File: config.mk
export PLATFORM = sky130hd
export DESIGN_NAME = mrd_top
export DESIGN_NICKNAME = d
export VERILOG_FILES = /design/src/logic/mrd_top.v
export VERILOG_INCLUDE_DIRS = /design/src /design/src/logic
export SDC_FILE = /design/constraint.sdc
export NUM_CORES = 1
export LEC_CHECK = 0
export BUFFER_PORTS_ARGS = -buffer_cell sky130_fd_sc_hd__buf_2
export CAP_MARGIN = 15
export CORE_AREA = 3 3 106 133
export CTS_BUF_LIST = sky130_fd_sc_hd__clkbuf_4
export DETAILED_ROUTE_END_ITERATION = 6
export DIE_AREA = 0 0 109 136
export PLACE_DENSITY = 0.69
export RECOVER_POWER = 50
export SYNTH_ARGS = -nofsm -noshare
export SYNTH_HDL_FRONTEND = slang
export SYNTH_SLANG_ARGS = --single-unit
File: constraint.sdc
create_clock -name clk_sys_in -period 3.9 [get_ports clk_sys_in]
set_input_delay 0.78 -clock clk_sys_in [delete_from_list [all_inputs] [get_ports clk_sys_in]]
set_output_delay 0.78 -clock clk_sys_in [all_outputs]
set_load 0.05 [all_outputs]
File: src/logic/mrd_defines.vh
`ifndef MRD_DEFINES_VH
`define MRD_DEFINES_VH
// Register indices; byte address is four times the index
`define MRD_IDX_RAMP       8'h40
`define MRD_IDX_ANALOG_MUTE      8'h41
`define MRD_IDX_DELAY      8'h42
`define MRD_IDX_DITHER     8'h43
`define MRD_IDX_VOL        8'h50
`define MRD_IDX_STATUS     8'h51
// Reset values
`define MRD_RST_RAMP       8'h10
`define MRD_RST_ANALOG_MUTE      8'h07
`define MRD_RST_DELAY      8'h19
`define MRD_RST_DITHER     8'h00
// Field positions
`define MRD_RATE_HI        7
`define MRD_RATE_LO        6
`define MRD_STEP_HI        5
`define MRD_STEP_LO        4
`define MRD_LINK_BIT       2
`define MRD_EN1_BIT        1
`define MRD_EN0_BIT        0
`define MRD_LAC_HI         7
`define MRD_LAC_LO         6
`define MRD_RAC_HI         5
`define MRD_RAC_LO         4
`define MRD_LDEM_HI        3
`define MRD_LDEM_LO        2
`define MRD_RDEM_HI        1
`define MRD_RDEM_LO        0
// Volume codes: 0x00 is +24 dB, each code is 0.5 dB down, 0xff is mute
`define MRD_VOL_MUTE       8'hff
`define MRD_VOL_UNITY      8'h30
// AXI responses
`define MRD_RESP_OKAY      2'b00
`define MRD_RESP_SLVERR    2'b10
`endif

File: src/logic/mrd_top.v
`timescale 1ns/10ps
// Notes on behaviour
// - Emergency update every 1, 2, 4 samples or instantly
// - Fault ramp uses emergency settings, not normal
// - Emergency step 4, 2, 1 or 0.5 dB
// - Zero-sample detection triggers automatic mute
// - Link bit: independent, or both channels together
// - Bit 1 enables auto mute, right channel
// - Bit 0 enables auto mute, left channel
// - Linked and one disabled: other never mutes
// - Wait programmed frame periods before analog mute
// - Left AC dither gain from bits 7-6
// - Right AC dither gain from bits 5-4
// - Left DEM dither gain from bits 3-2
// - Right DEM dither gain from bits 1-0
`include "mrd_defines.vh"
module mrd_top (
  input  wire        clk_sys_in,
  input  wire        rst_in,
  input  wire [31:0] s_axi_awaddr_in,
  input  wire        s_axi_awvalid_in,
  output reg         s_axi_awready_out,
  input  wire [31:0] s_axi_wdata_in,
  input  wire [3:0]  s_axi_wstrb_in,
  input  wire        s_axi_wvalid_in,
  output reg         s_axi_wready_out,
  output reg  [1:0]  s_axi_bresp_out,
  output reg         s_axi_bvalid_out,
  input  wire        s_axi_bready_in,
  input  wire [31:0] s_axi_araddr_in,
  input  wire        s_axi_arvalid_in,
  output reg         s_axi_arready_out,
  output reg  [31:0] s_axi_rdata_out,
  output reg  [1:0]  s_axi_rresp_out,
  output reg         s_axi_rvalid_out,
  input  wire        s_axi_rready_in,
  input  wire        fs_tick_in,
  input  wire        lrclk_tick_in,
  input  wire        emerg_fault_in,
  input  wire        zero_left_in,
  input  wire        zero_right_in,
  output reg         auto_mute_left_out,
  output reg         auto_mute_right_out,
  output reg  [7:0]  volume_out,
  output reg         digital_mute_done_out,
  output reg         analog_mute_out,
  output reg  [1:0]  left_primary_ac_dither_gain_out,
  output reg  [1:0]  right_primary_ac_dither_gain_out,
  output reg  [1:0]  left_primary_dem_dither_gain_out,
  output reg  [1:0]  right_primary_dem_dither_gain_out
);

  // One-hot ramp states
  localparam [2:0] ST_IDLE = 3'b001;
  localparam [2:0] ST_RAMP = 3'b010;
  localparam [2:0] ST_WAIT = 3'b100;

  // Rate code that skips the ramp and mutes at once
  localparam [1:0] RATE_INSTANT = 2'b11;

  reg [7:0]  ramp_ctrl_reg;
  reg [7:0]  analog_mute_ctrl_reg;
  reg [7:0]  delay_reg;
  reg [7:0]  dither_reg;
  reg [2:0]  state_reg;
  reg [2:0]  fs_cnt_reg;
  reg [7:0]  wait_cnt_reg;
  reg [31:0] awaddr_reg;
  reg        aw_held_reg;
  reg [31:0] wdata_reg;
  reg [3:0]  wstrb_reg;
  reg        w_held_reg;

  wire [1:0] emerg_ramp_rate = ramp_ctrl_reg[`MRD_RATE_HI:`MRD_RATE_LO];
  wire [1:0] emerg_ramp_step = ramp_ctrl_reg[`MRD_STEP_HI:`MRD_STEP_LO];
  wire       auto_mute_link    = analog_mute_ctrl_reg[`MRD_LINK_BIT];
  wire       auto_mute_en_bit1 = analog_mute_ctrl_reg[`MRD_EN1_BIT];
  wire       auto_mute_en_bit0 = analog_mute_ctrl_reg[`MRD_EN0_BIT];

  // Word index from byte address; low two bits ignored, high addresses never alias
  function [7:0] reg_index;
    input [31:0] addr;
    begin
      if (addr[31:10] != 22'h000000) begin
        reg_index = 8'hff;
      end else begin
        reg_index = addr[9:2];
      end
    end
  endfunction

  // Update interval in samples, from rate code
  function [2:0] rate_period;
    input [1:0] code;
    begin
      case (code)
        2'b00:   rate_period = 3'd1;
        2'b01:   rate_period = 3'd2;
        default: rate_period = 3'd4;
      endcase
    end
  endfunction

  // Step in half-dB codes, from step code
  function [7:0] step_codes;
    input [1:0] code;
    begin
      case (code)
        2'b00:   step_codes = 8'h08;
        2'b01:   step_codes = 8'h04;
        2'b10:   step_codes = 8'h02;
        default: step_codes = 8'h01;
      endcase
    end
  endfunction

  // Indices that accept writes; volume and status are read-only
  function reg_writable;
    input [7:0] idx;
    begin
      case (idx)
        `MRD_IDX_RAMP,
        `MRD_IDX_ANALOG_MUTE,
        `MRD_IDX_DELAY,
        `MRD_IDX_DITHER: reg_writable = 1'b1;
        default:         reg_writable = 1'b0;
      endcase
    end
  endfunction

  // Volume after one step; saturates so the ramp never wraps back to loud
  function [7:0] vol_after_step;
    input [7:0] vol;
    input [7:0] stp;
    reg   [8:0] sum;
    begin
      sum            = {1'b0, vol} + {1'b0, stp};
      vol_after_step = sum[8] ? `MRD_VOL_MUTE : sum[7:0];
    end
  endfunction

  // True when this sample tick completes the selected update interval
  function rate_due;
    input [2:0] cnt;
    input [1:0] code;
    begin
      rate_due = ({1'b0, cnt} + 4'd1) >= {1'b0, rate_period(code)};
    end
  endfunction

  wire       do_write = aw_held_reg && w_held_reg && !s_axi_bvalid_out;
  wire [7:0] wr_idx   = reg_index(awaddr_reg);
  wire [7:0] wr_byte  = wdata_reg[7:0];
  wire       wr_en    = do_write && wstrb_reg[0];
  wire       wr_hit   = reg_writable(wr_idx);

  // Write channels: address and data taken independently, then one response
  // Ready pulses once per beat; a held beat blocks a second pulse until it drains
  always @(posedge clk_sys_in) begin
    if (rst_in) begin
      s_axi_awready_out <= 1'b0;
      s_axi_wready_out  <= 1'b0;
      s_axi_bvalid_out  <= 1'b0;
      s_axi_bresp_out   <= `MRD_RESP_OKAY;
      aw_held_reg       <= 1'b0;
      w_held_reg        <= 1'b0;
      awaddr_reg        <= 32'h0000_0000;
      wdata_reg         <= 32'h0000_0000;
      wstrb_reg         <= 4'h0;
    end else begin
      s_axi_awready_out <= !aw_held_reg && !s_axi_awready_out && s_axi_awvalid_in;
      s_axi_wready_out  <= !w_held_reg && !s_axi_wready_out && s_axi_wvalid_in;
      if (s_axi_awvalid_in && s_axi_awready_out) begin
        aw_held_reg <= 1'b1;
        awaddr_reg  <= s_axi_awaddr_in;
      end
      if (s_axi_wvalid_in && s_axi_wready_out) begin
        w_held_reg <= 1'b1;
        wdata_reg  <= s_axi_wdata_in;
        wstrb_reg  <= s_axi_wstrb_in;
      end
      if (do_write) begin
        aw_held_reg      <= 1'b0;
        w_held_reg       <= 1'b0;
        s_axi_bvalid_out <= 1'b1;
        s_axi_bresp_out  <= wr_hit ? `MRD_RESP_OKAY : `MRD_RESP_SLVERR;
      end else if (s_axi_bvalid_out && s_axi_bready_in) begin
        s_axi_bvalid_out <= 1'b0;
      end
    end
  end

  // Control registers; DEM codes above 01 are stored as written
  // Only byte lane 0 carries a register; other lanes are dropped
  always @(posedge clk_sys_in) begin
    if (rst_in) begin
      ramp_ctrl_reg  <= `MRD_RST_RAMP;
      analog_mute_ctrl_reg <= `MRD_RST_ANALOG_MUTE;
      delay_reg      <= `MRD_RST_DELAY;
      dither_reg     <= `MRD_RST_DITHER;
    end else if (wr_en) begin
      case (wr_idx)
        `MRD_IDX_RAMP:   ramp_ctrl_reg  <= wr_byte;
        `MRD_IDX_ANALOG_MUTE:  analog_mute_ctrl_reg <= wr_byte;
        `MRD_IDX_DELAY:  delay_reg      <= wr_byte;
        `MRD_IDX_DITHER: dither_reg     <= wr_byte;
        default: ;
      endcase
    end
  end

  // Status word: ramping, auto mutes, digital done, analog mute
  wire [4:0] status_bits = {state_reg[1], auto_mute_left_out, auto_mute_right_out,
                            digital_mute_done_out, analog_mute_out};

  // Read channel: one read at a time, data registered
  always @(posedge clk_sys_in) begin
    if (rst_in) begin
      s_axi_arready_out <= 1'b0;
      s_axi_rvalid_out  <= 1'b0;
      s_axi_rdata_out   <= 32'h0000_0000;
      s_axi_rresp_out   <= `MRD_RESP_OKAY;
    end else begin
      s_axi_arready_out <= !s_axi_arready_out && !s_axi_rvalid_out && s_axi_arvalid_in;
      if (s_axi_arvalid_in && s_axi_arready_out) begin
        s_axi_rvalid_out <= 1'b1;
        s_axi_rresp_out  <= `MRD_RESP_OKAY;
        case (reg_index(s_axi_araddr_in))
          `MRD_IDX_RAMP:   s_axi_rdata_out <= {24'h000000, ramp_ctrl_reg};
          `MRD_IDX_ANALOG_MUTE:  s_axi_rdata_out <= {24'h000000, analog_mute_ctrl_reg};
          `MRD_IDX_DELAY:  s_axi_rdata_out <= {24'h000000, delay_reg};
          `MRD_IDX_DITHER: s_axi_rdata_out <= {24'h000000, dither_reg};
          `MRD_IDX_VOL:    s_axi_rdata_out <= {24'h000000, volume_out};
          `MRD_IDX_STATUS: s_axi_rdata_out <= {27'h0000000, status_bits};
          // Unmapped reads answer zero with an error
          default: begin
            s_axi_rdata_out <= 32'h0000_0000;
            s_axi_rresp_out <= `MRD_RESP_SLVERR;
          end
        endcase
      end else if (s_axi_rvalid_out && s_axi_rready_in) begin
        s_axi_rvalid_out <= 1'b0;
      end
    end
  end

  // Auto mute: bit 0 gates left, bit 1 gates right
  wire left_cond  = zero_left_in && auto_mute_en_bit0;
  wire right_cond = zero_right_in && auto_mute_en_bit1;
  wire both_cond  = left_cond && right_cond;

  always @(posedge clk_sys_in) begin
    if (rst_in) begin
      auto_mute_left_out  <= 1'b0;
      auto_mute_right_out <= 1'b0;
    end else if (auto_mute_link) begin
      // Linked: a disabled channel blocks both
      auto_mute_left_out  <= both_cond;
      auto_mute_right_out <= both_cond;
    end else begin
      auto_mute_left_out  <= left_cond;
      auto_mute_right_out <= right_cond;
    end
  end

  // Emergency ramp and analog mute delay
  wire [7:0] step     = step_codes(emerg_ramp_step);
  wire       rate_hit = rate_due(fs_cnt_reg, emerg_ramp_rate);

  always @(posedge clk_sys_in) begin
    if (rst_in) begin
      state_reg             <= ST_IDLE;
      volume_out            <= `MRD_VOL_UNITY;
      fs_cnt_reg            <= 3'd0;
      wait_cnt_reg          <= 8'h00;
      digital_mute_done_out <= 1'b0;
      analog_mute_out       <= 1'b0;
    end else begin
      case (state_reg)
        ST_IDLE: begin
          digital_mute_done_out <= 1'b0;
          analog_mute_out       <= 1'b0;
          // Hold unity gain so the next fault ramps from 0 dB
          volume_out            <= `MRD_VOL_UNITY;
          fs_cnt_reg            <= 3'd0;
          // Fault ramp ignores the normal soft-mute settings
          if (emerg_fault_in) begin
            state_reg <= ST_RAMP;
          end
        end
        ST_RAMP: begin
          if (emerg_ramp_rate == RATE_INSTANT) begin
            volume_out <= `MRD_VOL_MUTE;
          end else if (fs_tick_in) begin
            if (rate_hit) begin
              fs_cnt_reg <= 3'd0;
              // Saturate so the last step lands on mute
              volume_out <= vol_after_step(volume_out, step);
            end else begin
              fs_cnt_reg <= fs_cnt_reg + 3'd1;
            end
          end
          // Digital mute complete: load the drain delay
          if (volume_out == `MRD_VOL_MUTE) begin
            digital_mute_done_out <= 1'b1;
            wait_cnt_reg          <= delay_reg;
            state_reg             <= ST_WAIT;
          end
        end
        ST_WAIT: begin
          // Delay lets queued samples drain before analog mute
          if (wait_cnt_reg == 8'h00) begin
            analog_mute_out <= 1'b1;
          end else if (lrclk_tick_in) begin
            wait_cnt_reg <= wait_cnt_reg - 8'h01;
          end
          // Leave only once the fault is gone and analog mute is set
          if (!emerg_fault_in && analog_mute_out) begin
            state_reg <= ST_IDLE;
          end
        end
        default: state_reg <= ST_IDLE;
      endcase
    end
  end

  // Dither gain fields drive the modulator directly
  always @(posedge clk_sys_in) begin
    if (rst_in) begin
      left_primary_ac_dither_gain_out   <= 2'b00;
      right_primary_ac_dither_gain_out  <= 2'b00;
      left_primary_dem_dither_gain_out  <= 2'b00;
      right_primary_dem_dither_gain_out <= 2'b00;
    end else begin
      left_primary_ac_dither_gain_out   <= dither_reg[`MRD_LAC_HI:`MRD_LAC_LO];
      right_primary_ac_dither_gain_out  <= dither_reg[`MRD_RAC_HI:`MRD_RAC_LO];
      left_primary_dem_dither_gain_out  <= dither_reg[`MRD_LDEM_HI:`MRD_LDEM_LO];
      right_primary_dem_dither_gain_out <= dither_reg[`MRD_RDEM_HI:`MRD_RDEM_LO];
    end
  end

endmodule // mrd_top

### Word-level counts from Yosys, hierarchy flattened

Cells that the tools add are included.

| storage, ports and cells | value |
|---|---|
| register bits | 150 |
| bits of input ports | 112 |
| output and inout port bits | 61 |
| word-level logic and storage cells | 148 |

| cells by class | value |
|---|---|
| $add $sub $neg | 4 |
| order comparisons | 1 |
| equal/unequal tests | 28 |
| muxes and demuxes | 37 |
| reduce and logical (&&, ||, !) cells | 49 |

Operator list:

| cell | count |
|---|---|
| $mux W8 | 11 |
| $eq A8 B7 Y1 const B | 10 |
| $pmux W8 S6 | 1 |
| $reduce_bool A22 Y1 | 2 |
| $pmux W8 S2 | 2 |
| $logic_and A1 B1 Y1 | 18 |
| $mux W3 | 6 |
| $ne A2 B2 Y1 const B | 8 |
| $pmux W3 S2 | 2 |
| $pmux W4 S3 | 1 |
| $reduce_and A2 Y1 | 6 |
| $reduce_bool A2 Y1 | 5 |
| $add A8 B8 Y9 | 1 |
| $mux W1 | 9 |
| $pmux W3 S3 | 1 |
| $reduce_and A3 Y1 | 3 |
| $eq A8 B8 Y1 const B | 1 |
| $logic_not A1 Y1 | 8 |
| $logic_not A8 Y1 | 1 |
| $sub A8 B1 Y8 const B | 1 |
| $ne A3 B3 Y1 const B | 2 |
| $reduce_or A6 Y1 | 1 |
| $add A3 B1 Y4 const B | 1 |
| $eq A2 B1 Y1 const B | 2 |
| other kinds (12) | 16 |

### Logic depth before layout (Yosys ltp)

| logic depth | value |
|---|---|
| depth in word-level cells | 8 |
| depth in mapped cells | 9 |
| depth with buffers taken out | 8 |

### Worst setup path after synthesis

No wires, ideal clock.

| timing path | value |
|---|---|
| path kind | register to register |
| start | reg volume_out[0] |
| end | reg volume_out[2] |
| setup time | 132 ps |
| arrival | 2198 ps |
| required time | 3768 ps |
| path slack | 1570 ps |
| cell stages (with the launch flop) | 8 |
| buffers on the path | 0 |
| clock period less this slack | 2330 ps |
| cell sequence | dfxtp_1 > ha_1 > fa_1 > a21o_1 > a21oi_1 > o21ai_0 > o211ai_1 > a21oi_1 |

| on the way | value |
|---|---|
| cells in the longest elaborated chain, start to end | 6 |

Ends and longest elaborated chain:

| item | RTL line | RTL |
|---|---|---|
| start: declaration | mrd_top.v:44 | `output reg [7:0] volume_out,` |
| start signal: assignment | mrd_top.v:273 | `` volume_out <= `MRD_VOL_UNITY; `` |
| start signal: assignment | mrd_top.v:284 | `` volume_out <= `MRD_VOL_UNITY; `` |
| start signal: assignment | mrd_top.v:293 | `` volume_out <= `MRD_VOL_MUTE; `` |
| $add A8 B8 Y9 | mrd_top.v:137 | `sum = {1'b0, vol} + {1'b0, stp};` |
| $mux W8 | mrd_top.v:138 | `` vol_after_step = sum[8] ? `MRD_VOL_MUTE : sum[7:0]; `` |
| $mux W8 | mrd_top.v:295 | `if (rate_hit) begin` |
| $mux W8 | mrd_top.v:294 | `end else if (fs_tick_in) begin` |
| $mux W8 | mrd_top.v:292 | `if (emerg_ramp_rate == RATE_INSTANT) begin` |
| $pmux W8 S2 | mrd_top.v:279 | `case (state_reg)` |

Every way passes these cells. The select of a mux whose other input is x is not followed.
A chain may end at the register's enable or synchronous reset.

### Worst setup path in the final report

| timing path | value |
|---|---|
| start | in rst_in |
| end | reg fs_cnt_reg[2] |

RTL lines:

| item | RTL line | RTL |
|---|---|---|
| start: declaration | mrd_top.v:19 | `input wire rst_in,` |
| end signal: assignment | mrd_top.v:300 | `fs_cnt_reg <= fs_cnt_reg + 3'd1;` |
| end: declaration | mrd_top.v:66 | `reg [2:0] fs_cnt_reg;` |

No word-level cell between the ends.

==> results.py <==
metrics = {
    "status": {
        "status": "finished, violations left",
        "violations": "capacitance limit, slew limit",
    },
    "yosys": {
        "synth_ff_type": "dfxtp_1",
        "synth.largest_area_cell": "dfxtp_1",
        "yosysSeqAreaShare_pct": 42.5,
        "synth_edf_count": 0,
        "ys_seq_elements": 122,
        "syn_inst": 660,
        "synth.area.top_cells": "dfxtp_1, mux2i_1, nand2_1",
        "yosys_warnings": 0,
        "synth.top_cell.area_share_pct": 42.5,
        "synth_area_per_cell_um2": 8.71,
        "syn-cell-area_um2": 5750,
        "postSynth.asyncResetShare_pct": 0,
        "yosysUniqueCellTypes": 59,
    },
    "setup_path": {
        "startpoint_type": "input pin",
        "crit_chain": "clkbuf_2 > clkbuf_1 > nor3_1",
        "slowest_delay_ps": 1320,
        "reg2reg_slack_ps": 1240,
        "end_kind": "flop",
        "setup.worst_path.class": "input pin to flop",
        "cp.required_ps": 4280,
        "rr_endpoint": "volume_out[2]",
        "cp_top_family": "buffers and inverters",
        "ff2ff_path_depth": 8,
        "cp.arrival_ps": 3070,
        "critPathMaxFanout": 105,
        "r2r_start": "ramp_ctrl_reg[5]",
        "cp-startpoint": "rst_in",
        "critical_path_buf_inv_count": 2,
        "cp.depth": 3,
        "endpoint": "fs_cnt_reg[2]",
        "cp_slowest_cell": "clkbuf_2",
    },
    "global_route": {
        "grt_pass1_vias": 4831,
        "grt_pass1_wl_um": 22200,
        "use_met2_pct": 33.7,
        "antenna_found_initial": 0,
        "grt_use_met3_pct": 4.51,
        "gr-total-overflow": 0,
        "grtUsageTotal_pct": 19.0,
        "grt_max_degree": 106,
        "use_met1_pct": 21.5,
        "grt.busiest_layer": "met2",
    },
    "final_layout": {
        "final_cell_mix": "dfxtp_1, buf_2, nand2_1",
        "fill_cells": 1251,
        "seqCellArea_um2": 2440,
        "final_common_cell": "dfxtp_1",
        "layout.nets": 881,
        "area_delta_synth_final_pct": 14.1,
        "final_area_um2": 6560,
        "antenna_cells": 0,
        "final_util_pct": 51.1,
        "largest_reg_flops": 30,
        "drive_gt1_share_pct": 19.5,
        "multi_input_area_um2": 2980,
        "fin_cells": 939,
    },
    "sta": {
        "fin_skew_ps": 12.8,
        "hold_viol_final": 0,
        "worst_pin_slew_ps": 1880,
        "rsz0062_at_grt": "no",
        "max_slew_margin_pct": -25.5,
        "period_share_pct": 69.0,
        "clock.fmax_ghz": 0.372,
        "min_period_ps": 2690,
        "tns_ps": 0,
        "slew_viol_final": 106,
        "holdWs_ps": 463,
        "setup-violations-final": 0,
    },
    "pwr": {
        "power_density_nw_per_um2": 365,
        "p_clk_share_pct": 36.6,
        "pwr-share-comb_pct": 10.0,
        "power.leakage_nw": 2.72,
        "internal_power_w": 0.00172,
        "sw_frac_of_total_pct": 28.1,
        "irDropWorstVdd_mv": 0.209,
        "p_switching_w": 0.000673,
        "seq_power_share_pct": 53.5,
    },
    "placement": {
        "routabilityCongestion": 0.845,
        "dpl.cell_count": 907,
        "dpl.hpwl_um": 10200,
        "io_buffers": 115,
        "dpl_cell_area_um2": 6290,
    },
    "route": {
        "avgViaCountPerCell": 5.24,
        "routed_wl_um": 13800,
        "routedWlPerCell_um": 14.7,
        "firstDrtPassIters": 5,
        "dr.first_iter.drc_count": 303,
        "detail-route-antenna-nets": 0,
        "dr_total_vias": 4922,
        "drc": 0,
    },
    "floorplanning": {
        "core_um2": 12800,
        "die_y_um": 136,
        "rows": 46,
        "ios": 173,
        "dieArea_um2": 14800,
        "die_w_um": 109,
        "start_util_pct": 44.8,
    },
    "clock_tree": {
        "clockBufferDepth": 2,
        "clockRootBuffer": "clkbuf_4",
        "numCtsBuffers": 17,
        "cts_resized": 0,
        "hold_buffers": 0,
        "clkTransAtPathRegs_ps": 110,
        "cts_tree": "yes",
        "clkLatencyLatePin_ps": 520,
        "htreeDepth": 4,
        "clkSinkCount": 122,
        "cts_setup_buffers": 0,
    },
    "job": {
        "maxCapViolCount": 1,
    },
    "hold_path": {
        "min_path_type": "flop to flop",
    },
}
==> cells in the mapped netlist (all sizes together), types with 7 or more instances <==
library cell / number
nor3: 7
nand2b: 37
mux2i: 45
nor4b: 8
nand2: 105
a22oi: 7
o21ai: 12
ha: 10
inv: 14
o22ai: 11
buf: 39
nor4: 13
a2bb2oi: 7
a21oi: 68
dfxtp: 122
clkbuf: 23
nand3: 7
a211oi: 9
nor2: 41
==> metal layers <==
| metal | wire length (um) | up-vias |
|---|---|---|
| li1 | - | 2470 |
| met1 | 5690 | 2287 |
| met2 | 7150 | 150 |
| met3 | 786 | 15 |
| met4 | 211 | 0 |
| met5 | 0 | - |
==> area by class of cell <==
cell class / count / share of cell area (%)
multi-input combinational: 482 / 45.5
sequential: 122 / 37.3
timing repair buffer: 116 / 8.68
tap: 168 / 3.21
clock inverter: 15 / 2.33
clock buffer: 17 / 1.95
inverter: 19 / 1.09
==> per-stage QoR <==
stage	worst slack [ps]	power [W]
after global routing	978	0.00249
after floorplan	1570	0.00150
after global placement	1420	0.00154
after detailed placement	1380	0.00154
final	1210	0.00239
after CTS	1350	0.00241
==> logic make-up (layout without fill, tap and decap cells) <==
kind of cell	count (synthesis)	in the layout	share of synthesized area [%]
AND/OR/NAND/NOR	251	251	22.0
AO/OA/AOI/OAI	142	142	15.5
flip-flops	122	122	42.5
buffers and inverters	81	167	7.23
multiplexers	50	50	9.80
adder cells (fa/ha/maj)	11	11	2.53
XOR/XNOR	2	2	0.305
other	1	26	0.0653
==> power groups by stage <==
| stage | logic, W | clock network [W] | registers, W |
|---|---|---|---|
| after global placement | 0.000234 | 0 | 0.00131 |
| after detailed placement | 0.000238 | 0 | 0.00131 |
| after CTS | 0.000238 | 0.000897 | 0.00128 |
| after global routing | 0.000261 | 0.000951 | 0.00128 |
| final | 0.000238 | 0.000874 | 0.00128 |
| after floorplan | 0.000181 | 0 | 0.00132 |
==> worst min path at each step <==
stage | from | endpoint | depth (start not counted)
after detailed placement | awaddr_reg[8] | awaddr_reg[8] | 2
after CTS | s_axi_awaddr_in[21] | awaddr_reg[21] | 3
final | awaddr_reg[30] | awaddr_reg[30] | 2
after global placement | s_axi_rvalid_out | s_axi_arready_out | 1
after floorplan | aw_held_reg | s_axi_awready_out | 1
after global routing | s_axi_awaddr_in[15] | awaddr_reg[15] | 3
==> worst register-to-register path: stages, from the launching register on <==
cell      delay, ps
dfxtp_1         370
and2_1          170
ha_1            210
fa_1            410
a21o_1          210
a21oi_1         460
o21ai_0         300
o211ai_1        250
a21oi_1         100
No activity file was read; power rests on OpenSTA's default activity.
